**config.mk**
```make
export PLATFORM = sky130hd
export DESIGN_NAME = asr_regbank
export DESIGN_NICKNAME = d
export VERILOG_FILES = /design/src/hw/asr_pkg.sv /design/src/hw/asr_regbank.sv /design/src/hw/asr_shifter.sv
export SDC_FILE = /design/constraint.sdc
export NUM_CORES = 1
export LEC_CHECK = 0
export ABC_CLOCK_PERIOD_IN_PS = 2500
export BUFFER_PORTS_ARGS = -buffer_cell sky130_fd_sc_hd__buf_2
export CORE_MARGIN = 2
export CORE_UTILIZATION = 40
export CTS_CLUSTER_DIAMETER = 200
export CTS_CLUSTER_SIZE = 24
export DETAILED_ROUTE_END_ITERATION = 7
export GPL_TIMING_DRIVEN = 0
export PLACE_DENSITY = 0.68
export SYNTH_ARGS = -nofsm -noshare
export SYNTH_HDL_FRONTEND = slang
export SYNTH_HIERARCHICAL = 1
export SYNTH_SLANG_ARGS = --single-unit
```
**constraint.sdc**
```tcl
create_clock -name clk_sys -period 2.5 [get_ports clk_sys]
set_clock_uncertainty 0.1 [all_clocks]
set_input_delay 0.375 -clock clk_sys [delete_from_list [all_inputs] [get_ports clk_sys]]
set_output_delay 0.375 -clock clk_sys [all_outputs]
set_load 0.005 [all_outputs]
```
**src/hw/asr_pkg.sv**
```systemverilog
// shared constants and types of the serial register access block
// assumes a single system clock; serial pins already synchronous to it
`default_nettype none

package asr_pkg;

    localparam int unsigned FRAME_BITS  = 16;
    localparam int unsigned PAYLOAD_W   = 12;
    localparam int unsigned SEL_W       = 3;
    localparam int unsigned CNT_W       = 5;

    // register select codes
    localparam logic [SEL_W-1:0] SEL_NOP0  = 3'h0;
    localparam logic [SEL_W-1:0] SEL_CFG1  = 3'h1;
    localparam logic [SEL_W-1:0] SEL_CFG2  = 3'h2;
    localparam logic [SEL_W-1:0] SEL_ALERT = 3'h3;
    localparam logic [SEL_W-1:0] SEL_LOLIM = 3'h4;
    localparam logic [SEL_W-1:0] SEL_HILIM = 3'h5;
    localparam logic [SEL_W-1:0] SEL_NOP6  = 3'h6;
    localparam logic [SEL_W-1:0] SEL_NOP7  = 3'h7;

    // reset values of the payload fields
    localparam logic [PAYLOAD_W-1:0] CFG1_RST  = 12'h000;
    localparam logic [PAYLOAD_W-1:0] CFG2_RST  = 12'h000;
    localparam logic [PAYLOAD_W-1:0] LOLIM_RST = 12'h000;
    localparam logic [PAYLOAD_W-1:0] HILIM_RST = 12'hfff;
    localparam logic [PAYLOAD_W-1:0] ALERT_RST = 12'h000;

    // checksum write protection bit inside primary configuration
    localparam int unsigned CFG1_CRC_W_BIT = 5;

    localparam logic [FRAME_BITS-1:0] WORD_ZERO = 16'h0000;

    typedef struct packed {
        logic                 wr;
        logic [SEL_W-1:0]     register_select;
        logic [PAYLOAD_W-1:0] payload;
    } asr_frame_t;

endpackage : asr_pkg

`default_nettype wire

```
**src/hw/asr_regbank.sv**
```systemverilog
// register bank behind the serial frame: decode, write, read-back select
// assumes an outside checksum checker reports each frame's checksum validity
`default_nettype none

// What this block does
// - A frame counts only if exactly sixteen serial clocks arrived inside chip select.
// - Bit 15 is the write flag, bits 14 to 12 the register select, bits 11 to 0 the payload.
// - A write flag of one to a writable register loads the twelve payload bits into it.
// - A read to a valid register sends that register out during the next frame.
// - A read with select 0, 6 or 7 does nothing and the next frame carries conversion data.
// - A write to the read-only alert status register changes nothing.
// - No register is write-only, so a read to any valid register is answered.
// - A write to an undefined select is discarded without any effect.
// - With checksum protection on, a write without a valid checksum is ignored.
module asr_regbank (
    input  wire logic                           clk_sys,
    input  wire logic                           rstn,
    input  wire logic                           sclk,
    input  wire logic                           cs_n,
    input  wire logic                           sdi,
    input  wire logic                           crc_valid,
    input  wire logic [asr_pkg::FRAME_BITS-1:0] conv_data,
    input  wire logic [asr_pkg::PAYLOAD_W-1:0]  alert_flags,
    output logic                                primary_serial_output,
    output logic [asr_pkg::PAYLOAD_W-1:0]       primary_configuration_q,
    output logic [asr_pkg::PAYLOAD_W-1:0]       secondary_configuration_q,
    output logic [asr_pkg::PAYLOAD_W-1:0]       lower_limit_threshold_q,
    output logic [asr_pkg::PAYLOAD_W-1:0]       upper_limit_threshold_q
);
    import asr_pkg::*;

    asr_frame_t            frame;
    logic                  frame_done;
    logic [FRAME_BITS-1:0] tx_word;
    logic [PAYLOAD_W-1:0]  alert_status_q;
    logic                  pend_valid_q;
    logic [SEL_W-1:0]      pend_sel_q;
    logic                  wr_writable;
    logic                  rd_readable;
    logic                  wr_blocked;
    logic                  do_write;
    logic [PAYLOAD_W-1:0]  rd_data;

    // =====================================================
    // serial shifter
    asr_shifter i_asr_shifter (
        .clk_sys      (clk_sys),
        .rstn         (rstn),
        .sclk         (sclk),
        .cs_n         (cs_n),
        .sdi          (sdi),
        .tx_word      (tx_word),
        .frame_q      (frame),
        .frame_done_q (frame_done),
        .sdo_q        (primary_serial_output)
    );

    // =====================================================
    // decode
    // select from top bits
    always_comb begin
        unique case (frame.register_select)
            SEL_CFG1, SEL_CFG2, SEL_LOLIM, SEL_HILIM: wr_writable = 1'b1;
            default:                                  wr_writable = 1'b0;
        endcase
    end

    always_comb begin
        unique case (frame.register_select)
            SEL_CFG1, SEL_CFG2, SEL_ALERT, SEL_LOLIM, SEL_HILIM: rd_readable = 1'b1;
            default:                                             rd_readable = 1'b0;
        endcase
    end

    assign wr_blocked = primary_configuration_q[CFG1_CRC_W_BIT] && !crc_valid;

    // read-only and undefined selects fall out
    assign do_write = frame_done && frame.wr && wr_writable && !wr_blocked;

    // =====================================================
    // writable registers
    // payload load
    always_ff @(posedge clk_sys) begin
        if (!rstn) begin
            primary_configuration_q   <= CFG1_RST;
            secondary_configuration_q <= CFG2_RST;
            lower_limit_threshold_q   <= LOLIM_RST;
            upper_limit_threshold_q   <= HILIM_RST;
        end else if (do_write) begin
            unique case (frame.register_select)
                SEL_CFG1:  primary_configuration_q   <= frame.payload;
                SEL_CFG2:  secondary_configuration_q <= frame.payload;
                SEL_LOLIM: lower_limit_threshold_q   <= frame.payload;
                SEL_HILIM: upper_limit_threshold_q   <= frame.payload;
                default:   ;
            endcase
        end
    end

    // =====================================================
    // alert status mirrors the comparator flags
    always_ff @(posedge clk_sys) begin
        if (!rstn) begin
            alert_status_q <= ALERT_RST;
        end else begin
            alert_status_q <= alert_flags;
        end
    end

    // =====================================================
    // pending read for the next frame
    always_ff @(posedge clk_sys) begin
        if (!rstn) begin
            pend_valid_q <= 1'b0;
            pend_sel_q   <= SEL_NOP0;
        end else if (frame_done) begin
            // no write-only register exists to refuse
            pend_valid_q <= !frame.wr && rd_readable;
            pend_sel_q   <= frame.register_select;
        end
    end

    always_comb begin
        unique case (pend_sel_q)
            SEL_CFG1:  rd_data = primary_configuration_q;
            SEL_CFG2:  rd_data = secondary_configuration_q;
            SEL_ALERT: rd_data = alert_status_q;
            SEL_LOLIM: rd_data = lower_limit_threshold_q;
            default:   rd_data = upper_limit_threshold_q;
        endcase
    end

    // answer word carries its address field
    assign tx_word = pend_valid_q ? {1'b0, pend_sel_q, rd_data} : conv_data;

    // =====================================================
    // checks
    AST_WRITE_LOAD: assert property (@(posedge clk_sys) disable iff (!rstn)
        (frame_done && frame.wr && frame.register_select == SEL_LOLIM && !wr_blocked)
        |=> lower_limit_threshold_q == $past(frame.payload))
        else $error("write did not load threshold");

    AST_RO_WRITE: assert property (@(posedge clk_sys) disable iff (!rstn)
        (frame_done && frame.wr && frame.register_select == SEL_ALERT)
        |=> $stable(primary_configuration_q) && $stable(secondary_configuration_q)
            && $stable(lower_limit_threshold_q) && $stable(upper_limit_threshold_q))
        else $error("write to read-only register changed state");

    AST_NOP_WRITE: assert property (@(posedge clk_sys) disable iff (!rstn)
        (frame_done && frame.wr && (frame.register_select == SEL_NOP0
            || frame.register_select == SEL_NOP6 || frame.register_select == SEL_NOP7))
        |=> $stable(primary_configuration_q) && $stable(upper_limit_threshold_q))
        else $error("undefined write changed state");

    AST_READ_PEND: assert property (@(posedge clk_sys) disable iff (!rstn)
        (frame_done && !frame.wr && frame.register_select >= SEL_CFG1
            && frame.register_select <= SEL_HILIM)
        |=> pend_valid_q && pend_sel_q == $past(frame.register_select))
        else $error("read request not queued");

    AST_NOP_READ: assert property (@(posedge clk_sys) disable iff (!rstn)
        (frame_done && !frame.wr && !rd_readable) |=> (!pend_valid_q && tx_word == conv_data))
        else $error("nop read did not return conversion data");

    AST_CRC_GUARD: assert property (@(posedge clk_sys) disable iff (!rstn)
        (frame_done && frame.wr && primary_configuration_q[CFG1_CRC_W_BIT] && !crc_valid)
        |=> $stable(primary_configuration_q) && $stable(secondary_configuration_q)
            && $stable(lower_limit_threshold_q) && $stable(upper_limit_threshold_q))
        else $error("protected write without checksum accepted");

    AST_CRC_OPEN: assert property (@(posedge clk_sys) disable iff (!rstn)
        (frame_done && frame.wr && frame.register_select == SEL_CFG1 && crc_valid)
        |=> primary_configuration_q == $past(frame.payload))
        else $error("write with valid checksum refused");

    AST_WRITE_CFG1: assert property (@(posedge clk_sys) disable iff (!rstn)
        (frame_done && frame.wr && frame.register_select == SEL_CFG1 && !wr_blocked)
        |=> primary_configuration_q == $past(frame.payload))
        else $error("write did not load primary configuration");

    AST_WRITE_CFG2: assert property (@(posedge clk_sys) disable iff (!rstn)
        (frame_done && frame.wr && frame.register_select == SEL_CFG2 && !wr_blocked)
        |=> secondary_configuration_q == $past(frame.payload))
        else $error("write did not load secondary configuration");

    AST_WRITE_HILIM: assert property (@(posedge clk_sys) disable iff (!rstn)
        (frame_done && frame.wr && frame.register_select == SEL_HILIM && !wr_blocked)
        |=> upper_limit_threshold_q == $past(frame.payload))
        else $error("write did not load upper threshold");

    AST_QUIET_HOLD: assert property (@(posedge clk_sys) disable iff (!rstn)
        !frame_done
        |=> $stable(primary_configuration_q) && $stable(secondary_configuration_q)
            && $stable(lower_limit_threshold_q) && $stable(upper_limit_threshold_q))
        else $error("register changed outside a complete frame");

    AST_RD_NO_WRITE: assert property (@(posedge clk_sys) disable iff (!rstn)
        (frame_done && !frame.wr)
        |=> $stable(primary_configuration_q) && $stable(secondary_configuration_q)
            && $stable(lower_limit_threshold_q) && $stable(upper_limit_threshold_q))
        else $error("read request changed register state");

    AST_PEND_HOLD: assert property (@(posedge clk_sys) disable iff (!rstn)
        !frame_done |=> $stable(pend_valid_q) && $stable(pend_sel_q))
        else $error("pending read changed outside a complete frame");

    AST_WRITE_NO_PEND: assert property (@(posedge clk_sys) disable iff (!rstn)
        (frame_done && frame.wr) |=> !pend_valid_q)
        else $error("write frame queued a read answer");

    // =====================================================
    // elaboration checks on the frame layout
    if (FRAME_BITS != 1 + SEL_W + PAYLOAD_W) begin : g_bad_layout
        $error("frame fields do not fill the frame");
    end
    if ((1 << CNT_W) <= FRAME_BITS + 1) begin : g_bad_count
        $error("bit counter too narrow for the frame");
    end

endmodule : asr_regbank

`default_nettype wire

```
**src/hw/asr_shifter.sv**
```systemverilog
// serial frame shifter: counts serial clock edges inside chip select
// assumes sclk, cs_n and sdi are synchronous to clk_sys and slower than it
`default_nettype none

module asr_shifter (
    input  wire logic                           clk_sys,
    input  wire logic                           rstn,
    input  wire logic                           sclk,
    input  wire logic                           cs_n,
    input  wire logic                           sdi,
    input  wire logic [asr_pkg::FRAME_BITS-1:0] tx_word,
    output var  asr_pkg::asr_frame_t            frame_q,
    output logic                                frame_done_q,
    output logic                                sdo_q
);
    import asr_pkg::*;

    logic                  sclk_q;
    logic                  cs_n_q;
    logic [CNT_W-1:0]      cnt_q;
    logic [FRAME_BITS-1:0] rx_q;
    logic [FRAME_BITS-1:0] tx_q;
    logic                  rise;
    logic                  fall;
    logic                  start;
    logic                  stop;

    assign rise  = sclk & ~sclk_q & ~cs_n;
    assign fall  = ~sclk & sclk_q & ~cs_n;
    assign start = ~cs_n & cs_n_q;
    assign stop  = cs_n & ~cs_n_q;

    // =====================================================
    // edge history
    always_ff @(posedge clk_sys) begin
        if (!rstn) begin
            sclk_q <= 1'b0;
            cs_n_q <= 1'b1;
        end else begin
            sclk_q <= sclk;
            cs_n_q <= cs_n;
        end
    end

    // =====================================================
    // receive side, saturating bit count
    always_ff @(posedge clk_sys) begin
        if (!rstn) begin
            cnt_q <= '0;
            rx_q  <= WORD_ZERO;
        end else if (start) begin
            cnt_q <= '0;
        end else if (rise) begin
            rx_q <= {rx_q[FRAME_BITS-2:0], sdi};
            if (cnt_q != '1) begin
                cnt_q <= cnt_q + CNT_W'(1);
            end
        end
    end

    always_ff @(posedge clk_sys) begin
        if (!rstn) begin
            frame_done_q <= 1'b0;
            frame_q      <= '0;
        end else begin
            frame_done_q <= stop && (cnt_q == CNT_W'(FRAME_BITS));
            if (stop) begin
                frame_q <= asr_frame_t'(rx_q);
            end
        end
    end

    // =====================================================
    // transmit side, msb first, changes on falling edge
    always_ff @(posedge clk_sys) begin
        if (!rstn) begin
            tx_q  <= WORD_ZERO;
            sdo_q <= 1'b0;
        end else if (start) begin
            tx_q  <= tx_word;
            sdo_q <= tx_word[FRAME_BITS-1];
        end else if (fall) begin
            tx_q  <= {tx_q[FRAME_BITS-2:0], 1'b0};
            sdo_q <= tx_q[FRAME_BITS-2];
        end
    end

    AST_FRAME_LEN: assert property (@(posedge clk_sys) disable iff (!rstn)
        frame_done_q |-> $past(cnt_q) == CNT_W'(FRAME_BITS))
        else $error("frame accepted with wrong bit count");

    AST_SHORT_DROP: assert property (@(posedge clk_sys) disable iff (!rstn)
        (stop && cnt_q != CNT_W'(FRAME_BITS)) |=> !frame_done_q)
        else $error("frame of wrong length accepted");

    AST_SDO_MSB: assert property (@(posedge clk_sys) disable iff (!rstn)
        start |=> (sdo_q == $past(tx_word[FRAME_BITS-1])) && (tx_q == $past(tx_word)))
        else $error("first output bit is not answer msb");

endmodule : asr_shifter

`default_nettype wire

```
; Yosys cells after proc, flatten, opt, wreduce, memory -nomap -nowiden
; Cells that the tools add are included.
[word_totals]
elab_cells = 68
in_bits = 34
ff_bits = 120
output_inout_bits = 49
[classes]
eq_ne = 11
reduce_logical = 19
n_mux = 8
bitwise = 12
add_sub_neg = 1
[op_table]
columns = cell, count
row1 = one-hot mux 12 bit (4 select lines), 1
row2 = two-way mux 15 bit, 2
row3 = two-way mux 16 bit, 1
row4 = equality test 3 x 2 -> 1 bit (second input constant), 4
row5 = AND reduction 2 bit, 6
row6 = equality test 3 bit (second input constant), 3
row7 = AND 1 bit, 6
row8 = equality test 3 x 1 -> 1 bit (second input constant), 2
row9 = logical AND 1 bit, 6
row10 = inverter 1 bit, 6
row11 = adder 5 x 1 -> 5 bit (second input constant), 1
row12 = equality test 5 bit (second input constant), 1
row13 = inequality test 5 bit (second input constant), 1
row14 = OR reduction 5 bit, 1
row15 = two-way mux 1 bit, 4
row16 = OR reduction 4 bit, 1
row17 = logical NOT 1 bit, 3
row18 = nonzero test 2 bit, 1
row19 = OR reduction 2 bit, 1

; Logic depth before layout (Yosys ltp)
; Gate-level depths: netlist of run 1.
[logic_depth]
word_depth = 6
ltp_mapped = 7
depth_no_buf = 6

; Hierarchy
; The synthesis of run 1 kept the hierarchy.
[modules_own_cells]
columns = mod, seq_area_each_um2, instances, area_per_inst_um2, cells_per_inst
row1 = asr_regbank, 1281.2, 1, 3273.1, 342
row2 = asr_shifter, 1121.1, 1, 2327.2, 272

; Worst setup path after synthesis of run 1
; No wires, ideal clock.
[synth_path]
path_kind = flip-flop to flip-flop
from = register i_asr_shifter.cnt_q[0]
to = register i_asr_shifter.cnt_q[3]
stages_incl_launch_ff = 7
n_path_buf = 0
path_slack_ns = 0.721
required_ns = 2.281
t_arrival_ns = 1.560
synth_period_minus_slack_ns = 1.779
setup_ns = 0.119
cell_sequence = dfxtp_1 > ha_1 > and3_1 > ha_1 > nor4b_4 > nand4_1 > mux2i_1
[synth_via]
elab_chain_len = 2
word_cells_on_any_way = 3
cone_classes = 1 x add/sub / 1 x eq/ne / 1 x reduce/logical
[synth_lines]
columns = element, line
row1 = start: declaration, asr_shifter.sv:20  ; logic [CNT_W-1:0] cnt_q;
row2 = start signal: assignment, asr_shifter.sv:56  ; cnt_q <= cnt_q + CNT_W'(1);
row3 = "parallel branches: the longest is 2 deep, another holds adder 5 x 1 -> 5 bit", n/a
; Several ways; the timed one is not identified.
; A chain may end at the register's enable or synchronous reset.

; Worst setup path in the final report of run 1
[layout_path]
from = register pend_valid_q
to = register i_asr_shifter.tx_q[6]
[layout_via]
elab_chain_len = 2
[layout_lines]
columns = element, line
row1 = start: declaration, asr_regbank.sv:36  ; logic pend_valid_q;
row2 = start signal: assignment, asr_regbank.sv:118  ; pend_valid_q <= !frame.wr && rd_readable;
row3 = two-way mux 16 bit, asr_regbank.sv:134  ; assign tx_word = pend_valid_q ? {1'b0, pend_sel_q, rd_data} : conv_data;
row4 = via tx_word[6], asr_regbank.sv:34  ; logic [FRAME_BITS-1:0] tx_word;
row5 = two-way mux 15 bit, asr_shifter.sv:79  ; end else if (start) begin
row6 = end signal: assignment, asr_shifter.sv:80  ; tx_q <= tx_word;
row7 = end signal: assignment, asr_shifter.sv:83  ; tx_q <= {tx_q[FRAME_BITS-2:0], 1'b0};
row8 = end: declaration, asr_shifter.sv:22  ; logic [FRAME_BITS-1:0] tx_q;
; The timed path passes the listed nets, and every way through them passes these cells.

==> results.sh, run 1 <==
export IMPL_outcome="finished clean"
export IMPL_globalRouteOverflowTotal=0
export IMPL_max_clock_path_buffers=2
export IMPL_r2r_start="pend_valid_q"
export IMPL_synth_top_area_share_pct=42.90
export IMPL_ioPinCount=83
export IMPL_place_hpwl_um=11750
export IMPL_grt_usage_pct=22.15
export IMPL_die_height_um=122.3
export IMPL_initial_core_util_pct=40.66
export IMPL_via_per_inst=5.318
export IMPL_synth_compound_area_share_pct=15.08
export IMPL_synth_top_family_by_area="simple AND/OR/NAND/NOR gates"
export IMPL_worstMarginPinSlew_ns=0.6643
export IMPL_synth_edf_count=0
export IMPL_nets=750
export IMPL_post_dp_cell_area_um2=6226
export IMPL_drive_gt1_share_pct=21.90
export IMPL_max_freq_mhz=473.0
export IMPL_maxCapViolCount=0
export IMPL_finalWorstSetupSlack_ns=0.3857
export IMPL_min_from="alert_flags[6]"
export IMPL_fillerInstances=1299
export IMPL_p_per_area_nw_per_um2=688.3
export IMPL_numPortBuffers=80
export IMPL_ir_drop_uv=458.4
export IMPL_period_needed_ns=2.114
export IMPL_rows=43
export IMPL_rsz0062_at_grt="no"
export IMPL_cp_arrival_ns=2.31
export IMPL_synth_flop_cell="dfxtp_1"
export IMPL_holdPathStages=2
export IMPL_antenna_cells=0
export IMPL_syn_cell_area_um2=5600
export IMPL_post_cts_buffers=0
export IMPL_drt_first_pass_iters=5
export IMPL_dp_cells=874
export IMPL_total_power_w=0.004705
export IMPL_seq_area_frac_synth_pct=42.90
export IMPL_grt_max_degree=17
export IMPL_final_cell_mix="145 x nand2_1, 120 x dfxtp_1, 97 x buf_2"
export IMPL_cts_sinks=120
export IMPL_layoutNonFillerInstCount=906
export IMPL_synth_largest_area_cell="dfxtp_1"
export IMPL_slew_headroom_pct=55.71
export IMPL_cp_required_ns=2.70
export IMPL_start_kind="register"
export IMPL_multiInputGateArea_um2=2910
export IMPL_r2r_end="i_asr_shifter/tx_q[6]"
export IMPL_drc=0
export IMPL_gp_congestion=0.9043
export IMPL_grt_pass1_vias=4732
export IMPL_antenna_found_initial=0
export IMPL_worstSetupPathType="register to register"
export IMPL_die_area_um2=14960
export IMPL_grt_pass1_wl_um=25010
export IMPL_dp_slack_ns=0.4532
export IMPL_finalSetupTns_ns=0
export IMPL_ant_nets=0
export IMPL_via_count=4818
export IMPL_coreArea_um2=13770
export IMPL_end_kind="register"
export IMPL_clk_latency_ns=0.42
export IMPL_syn_to_final_growth_pct=22.05
export IMPL_async_reset_ff_share_pct=0
export IMPL_setup_viol=0
export IMPL_wirelength_um=15770
export IMPL_ys_warn_count=6
export IMPL_first_iter_violations=401
export IMPL_hold_viol_final=0
export IMPL_critPathMaxFanout=10
export IMPL_cts_tree="built"
export IMPL_timing_final_crit_share_pct=84.57
export IMPL_drv_slew=0
export IMPL_yosysUniqueCellTypes=49
export IMPL_final_common_cell="nand2_1"
export IMPL_cts_buffers=17
export IMPL_reg2reg_slack_ns=0.39
export IMPL_hold_path_class="primary input to register"
export IMPL_wl_per_cell_um=17.41
export IMPL_fin_area_um2=6835
export IMPL_clkTransAtPathRegs_ns=0.06
export IMPL_cts_htree_levels=4
export IMPL_p_leak_nw=2.518
export IMPL_ctsHoldBuffers=0
export IMPL_synthXorXnorAreaFrac_pct=0.1564
export IMPL_synth_area_mux_share_pct=10.61
export IMPL_seq_area_um2=2402
export IMPL_reg2reg_depth=6
export IMPL_yosys_area_share_adder_pct=0.6702
export IMPL_yosys_register_bits=120
export IMPL_synth_area_top_cells="dfxtp_1 43%, mux2i_1 10%, nand2_1 9.7%"
export IMPL_hold_end="alert_status_q[6]"
export IMPL_clockRootBuffer="clkbuf_16"
export IMPL_die_w_um=122.3
export IMPL_synth_fp_nets=651
export IMPL_syn_instance_count=614
export IMPL_yosys_area_share_simple_pct=25.45
export IMPL_ctsResizeCount=0
export IMPL_syn_avg_cell_area_um2=9.121
-- routing by layer --
layer | up-vias | GRT usage (%) | routed length [um] | part of all wire, %
met4 | 0 | 8.046 | 302 | 1.9
met5 | - | 0 | 0 | 0
met3 | 29 | 5.576 | 1029 | 6.5
met2 | 162 | 35.56 | 7362 | 47
li1 | 2312 | - | - | -
met1 | 2315 | 28.81 | 7075 | 45
-- power breakdown --
group          internal [W]  switching [W]  leakage, nW
registers           0.00195      0.0000201        0.974
clock network       0.00166       0.000850        0.300
logic             0.0000981       0.000123         1.24
total               0.00371       0.000993         2.52
-- worst max-delay path, stage by stage (launching register included) --
cell,delay [ns]
dfxtp_1,0.34
clkbuf_1,0.40
buf_2,0.40
o221ai_1,0.28
o221a_1,0.31
nand2_1,0.08
a31oi_1,0.08
-- flip-flops by register name (all words and copies together), names as in the netlist --
signal / cells
secondary_configuration_q: 12
i_asr_shifter/rx_q: 16
i_asr_shifter/cs_n_q: 1
pend_valid_q: 1
i_asr_shifter/frame_done_q: 1
primary_configuration_q: 12
lower_limit_threshold_q: 12
i_asr_shifter/sdo_q: 1
i_asr_shifter/sclk_q: 1
i_asr_shifter/cnt_q: 5
upper_limit_threshold_q: 12
pend_sel_q: 3
i_asr_shifter/tx_q: 15
i_asr_shifter/frame_q: 16
alert_status_q: 12
-- cell families after synthesis --
family / count (synthesis)
XOR/XNOR: 1
AO/OA/AOI/OAI: 106
buffers and inverters: 55
flip-flops: 120
multiplexers: 59
adder cells (fa/ha/maj): 3
AND/OR/NAND/NOR: 270
-- through the flow --
step           hold WS [ns]  util [%]
2_1_floorplan        0.3257         -
3_3_place_gp         0.3532     45.20
3_5_place_dp         0.3640     45.20
4_1_cts             0.04930     49.63
5_1_grt             0.05573     49.63
6_report            0.05413     49.63
-- how the worst max path moves through the flow --
stage / start / endpoint / slack, ns
after floorplan: i_asr_shifter/cnt_q[0] / i_asr_shifter/cnt_q[3] / 0.72
after global placement: pend_valid_q / i_asr_shifter/tx_q[9] / 0.51
after detailed placement: pend_valid_q / i_asr_shifter/tx_q[8] / 0.45
after CTS: pend_valid_q / i_asr_shifter/tx_q[8] / 0.44
after global routing: pend_valid_q / i_asr_shifter/tx_q[8] / 0.31
final: pend_valid_q / i_asr_shifter/tx_q[6] / 0.39
-- synth_stat cells (all sizes together), types with 4 or more instances --
library cell  instances
or2                  11
buf                  28
nand3                15
nor2b                31
nor4                  4
a2bb2oi              11
o31ai                15
and2                 13
nand2b               32
dfxtp               120
inv                   4
clkbuf               23
mux2i                56
a21boi               33
o221a                11
o221ai               11
a31oi                15
nand2               146
-- cell type report --
| class | instances | area share (%) |
|---|---|---|
| tap | 180 | 3.295 |
| multi-input combinational | 439 | 42.58 |
| inverter | 4 | 0.2197 |
| clock inverter | 8 | 1.721 |
| clock buffer | 24 | 7.194 |
| sequential | 120 | 35.15 |
| timing repair buffer | 80 | 5.858 |
| buffer | 51 | 3.990 |
(Power assumes the default switching activity.)
==> inputs of run 2 (changes only) <==
ABC_AREA = 1   (was default)
ABC_CLOCK_PERIOD_IN_PS = 1900   (was 2500)
PLACE_DENSITY = 0.71   (was 0.68)
clock period = 1.9 ns   (was 2.5 ns; I/O delays follow)
==> run 2 against run 1 <==
Maximum frequency is 17% higher. Core utilization rose by 1.7 points. Critical endpoint is now i_asr_shifter/tx_q[3]. Sequential share of layout area increased by 0.34 points. Critical path depth increased by 7.
==> results.sh, run 2 <==
export IMPL_grt_usage_pct=23.04
export IMPL_slowest_delay_ns=0.30
export IMPL_reg_top3="i_asr_shifter/frame_q x16, i_asr_shifter/rx_q x16, i_asr_shifter/tx_q x15"
export IMPL_cts_sinks=120
export IMPL_via_count=5582
export IMPL_first_iter_violations=515
export IMPL_p_per_area_nw_per_um2=914.4
export IMPL_synth_fp_nets=810
export IMPL_grt_pass1_vias=5161
export IMPL_coreArea_um2=13190
export IMPL_max_freq_mhz=554.9
export IMPL_syn_avg_cell_area_um2=6.958
export IMPL_globalRouteOverflowTotal=0
export IMPL_dp_cells=1030
export IMPL_numPortBuffers=81
export IMPL_finalSetupTns_ns=0
export IMPL_worstSetupPathType="register to register"
export IMPL_crit_start="pend_sel_q[1]"
export IMPL_drt_first_pass_iters=5
export IMPL_grtUsageMet1_pct=29.66
export IMPL_grt_pass1_wl_um=25900
export IMPL_synth_flop_cell="dfxtp_1"
export IMPL_cts_htree_levels=4
export IMPL_yosysMostFrequentCell="nand2_1"
export IMPL_slew_headroom_pct=63.35
export IMPL_period_needed_ns=1.802
export IMPL_worstMarginPinSlew_ns=0.5497
export IMPL_p_seq_share_pct=42.3
export IMPL_setup_viol=0
export IMPL_end_kind="register"
export IMPL_outcome="finished clean"
export IMPL_final_cell_mix="239 x nand2_1, 120 x dfxtp_1, 97 x buf_2"
export IMPL_grt_max_degree=17
export IMPL_crit_top_cell="nand2_1"
export IMPL_syn_to_final_growth_pct=25.87
export IMPL_p_leak_nw=3.207
export IMPL_p_int_w=0.004832
export IMPL_path_cells="buf_4, inv_1, clkbuf_4, nand4_1, nand2_1, nor2_1, nand2_1, nand2_1, nand2_1, nand2_1, nand2_1, nand2_1, a21oi_1"
export IMPL_nets=923
export IMPL_drc=0
export IMPL_place_hpwl_um=11600
export IMPL_synth_top_area_share_pct=44.66
export IMPL_power_switching_w=0.001359
export IMPL_min_from="cs_n"
export IMPL_syn_instance_count=773
export IMPL_critPathMaxFanout=10
export IMPL_ir_drop_uv=656.8
export IMPL_post_cts_buffers=0
export IMPL_power_frac_clock_pct=52.7
export IMPL_hold_path_class="primary input to register"
export IMPL_cp_required_ns=2.08
export IMPL_seq_area_frac_synth_pct=44.66
export IMPL_combPwrFrac_pct=5.0
export IMPL_fillerInstances=1255
export IMPL_cts_buffers=17
export IMPL_yosysUniqueCellTypes=28
export IMPL_timing_final_crit_share_pct=94.85
export IMPL_drv_slew=0
export IMPL_max_clock_path_buffers=2
export IMPL_ant_nets=0
export IMPL_wirelength_um=16020
export IMPL_cp_buffers_inverters=3
export IMPL_critical_path_top_delay_family="simple AND/OR/NAND/NOR gates"
export IMPL_grtUsageMet2_pct=37.07
export IMPL_top_usage_layer="met2"
export IMPL_total_power_w=0.006191
export IMPL_maxCapViolCount=0
export IMPL_clockRootBuffer="clkbuf_16"
export IMPL_synth_largest_area_cell="dfxtp_1"
export IMPL_wl_per_cell_um=14.92
export IMPL_ys_warn_count=6
export IMPL_gp_congestion=0.8838
export IMPL_antenna_cells=0
export IMPL_yosys_register_bits=120
export IMPL_hold_viol_final=0
export IMPL_final_common_cell="nand2_1"
export IMPL_synth_edf_count=0
export IMPL_cts_tree="built"
export IMPL_rsz0062_at_grt="no"
export IMPL_synth_cells_most_frequent="239 x nand2_1, 120 x dfxtp_1, 93 x nand3_1"
export IMPL_async_reset_ff_share_pct=0
export IMPL_layoutNonFillerInstCount=1074
export IMPL_synth_area_top_cells="dfxtp_1 45%, nand2_1 17%, nand3_1 8.7%"
export IMPL_crit_slowest_cell="dfxtp_1"
export IMPL_rows=42
export IMPL_antenna_found_initial=0
export IMPL_via_per_inst=5.197
export IMPL_clk_latency_ns=0.42
export IMPL_switching_share_pct=21.96
export IMPL_clkTransAtPathRegs_ns=0.05
export IMPL_syn_cell_area_um2=5379
export IMPL_met3_usage_pct=4.325
export IMPL_r2r_start="pend_sel_q[1]"
export IMPL_ioPinCount=83
export IMPL_initial_core_util_pct=40.78
export IMPL_drive_gt1_share_pct=18.93
export IMPL_die_w_um=120.0
export IMPL_start_kind="register"
export IMPL_die_area_um2=14390
export IMPL_die_height_um=120.0
export IMPL_cp_arrival_ns=1.98
[run 2: changes by cell type after synthesis, moves of 13 or more]
cell      delta
nand2_1     +94
nor2b_1     -31
nand2b_1    -31
o31ai_1     -15
nand3_1     +78
mux2i_1     -56
a21boi_0    -22
o21ai_0     +23
inv_1       +27
and2_1      -13
nand4_1     +36
a21oi_1     +62
a31oi_1     -14
nor2_1      +71
[run 2: cells by family after synthesis]
group	after synthesis	synth area share, %
and+or+nand+nor	456	36.99
DFF	120	44.66
buffers and inverters	91	7.723
xor gates and xnor gates	1	0.1629
adders and majority gates	3	0.6979
AOI/OAI and AO/OA	102	9.770
[run 2: timing repair]
action / CTS / global route
gates cloned: 0 / 0
gates resized for setup: 4 / 26
pin swaps: 0 / 0
endpoints found under the setup margin: 6 / 13
hold endpoints to repair: 13 / 0
hold buffers: 13 / 0
[run 2: worst paths after layout]
kind                            depth (start not counted)  slack [ns]                endpoint
worst max-delay path                                   13         0.1   i_asr_shifter/tx_q[3]
worst min-delay path                                    3        0.08    i_asr_shifter/cs_n_q
worst max register to register                         13         0.1   i_asr_shifter/tx_q[3]
worst min register to register                          2        0.37  i_asr_shifter/rx_q[15]
[run 2: final cells by class]
class | instances | area, um^2 | share of cell area (%)
Multi-Input combinational cell | 562 | 2569 | 37.94
Sequential cell | 120 | 2402 | 35.48
Timing Repair Buffer | 94 | 535.5 | 7.910
Clock buffer | 22 | 474.2 | 7.004
Buffer | 55 | 309.0 | 4.565
Tap cell | 176 | 220.2 | 3.253
Inverter | 36 | 137.6 | 2.033
Clock inverter | 9 | 122.6 | 1.811
[run 2: power by group through the flow]
stage | combinational [W] | clock (W) | sequential [W]
floorplan | 0.000192 | 0 | 0.00265
global placement | 0.000284 | 0 | 0.00267
detailed placement | 0.000286 | 0 | 0.00267
CTS | 0.000308 | 0.00327 | 0.00262
global route | 0.000352 | 0.00340 | 0.00262
finish | 0.000311 | 0.00326 | 0.00262
[run 2: through the flow]
stage | hold slack, ns | instance area [um^2] | setup WS (ns) | util, %
after CTS | 0.08687 | 6736 | 0.02518 | 51.07
final | 0.08447 | 6770 | 0.09789 | 51.33
after detailed placement | 0.3585 | 6005 | -0.04463 | 45.52
after floorplan | 0.2826 | 5379 | 0.3665 | -
after global routing | 0.1006 | 6770 | 0.001509 | 51.33
after global placement | 0.3504 | 6005 | -0.03091 | 45.52
[run 2: worst min-delay path, cell delays in order]
cell     delay [ns]
buf_2          0.14
inv_2          0.08
nand2_1        0.06
[run 2: metal layers]
metal  share of wire (%)  wire length, um
met1                  43             6933
met2                  47             7454
met3                 6.7             1081
met4                 3.5              554
met5                   0                0
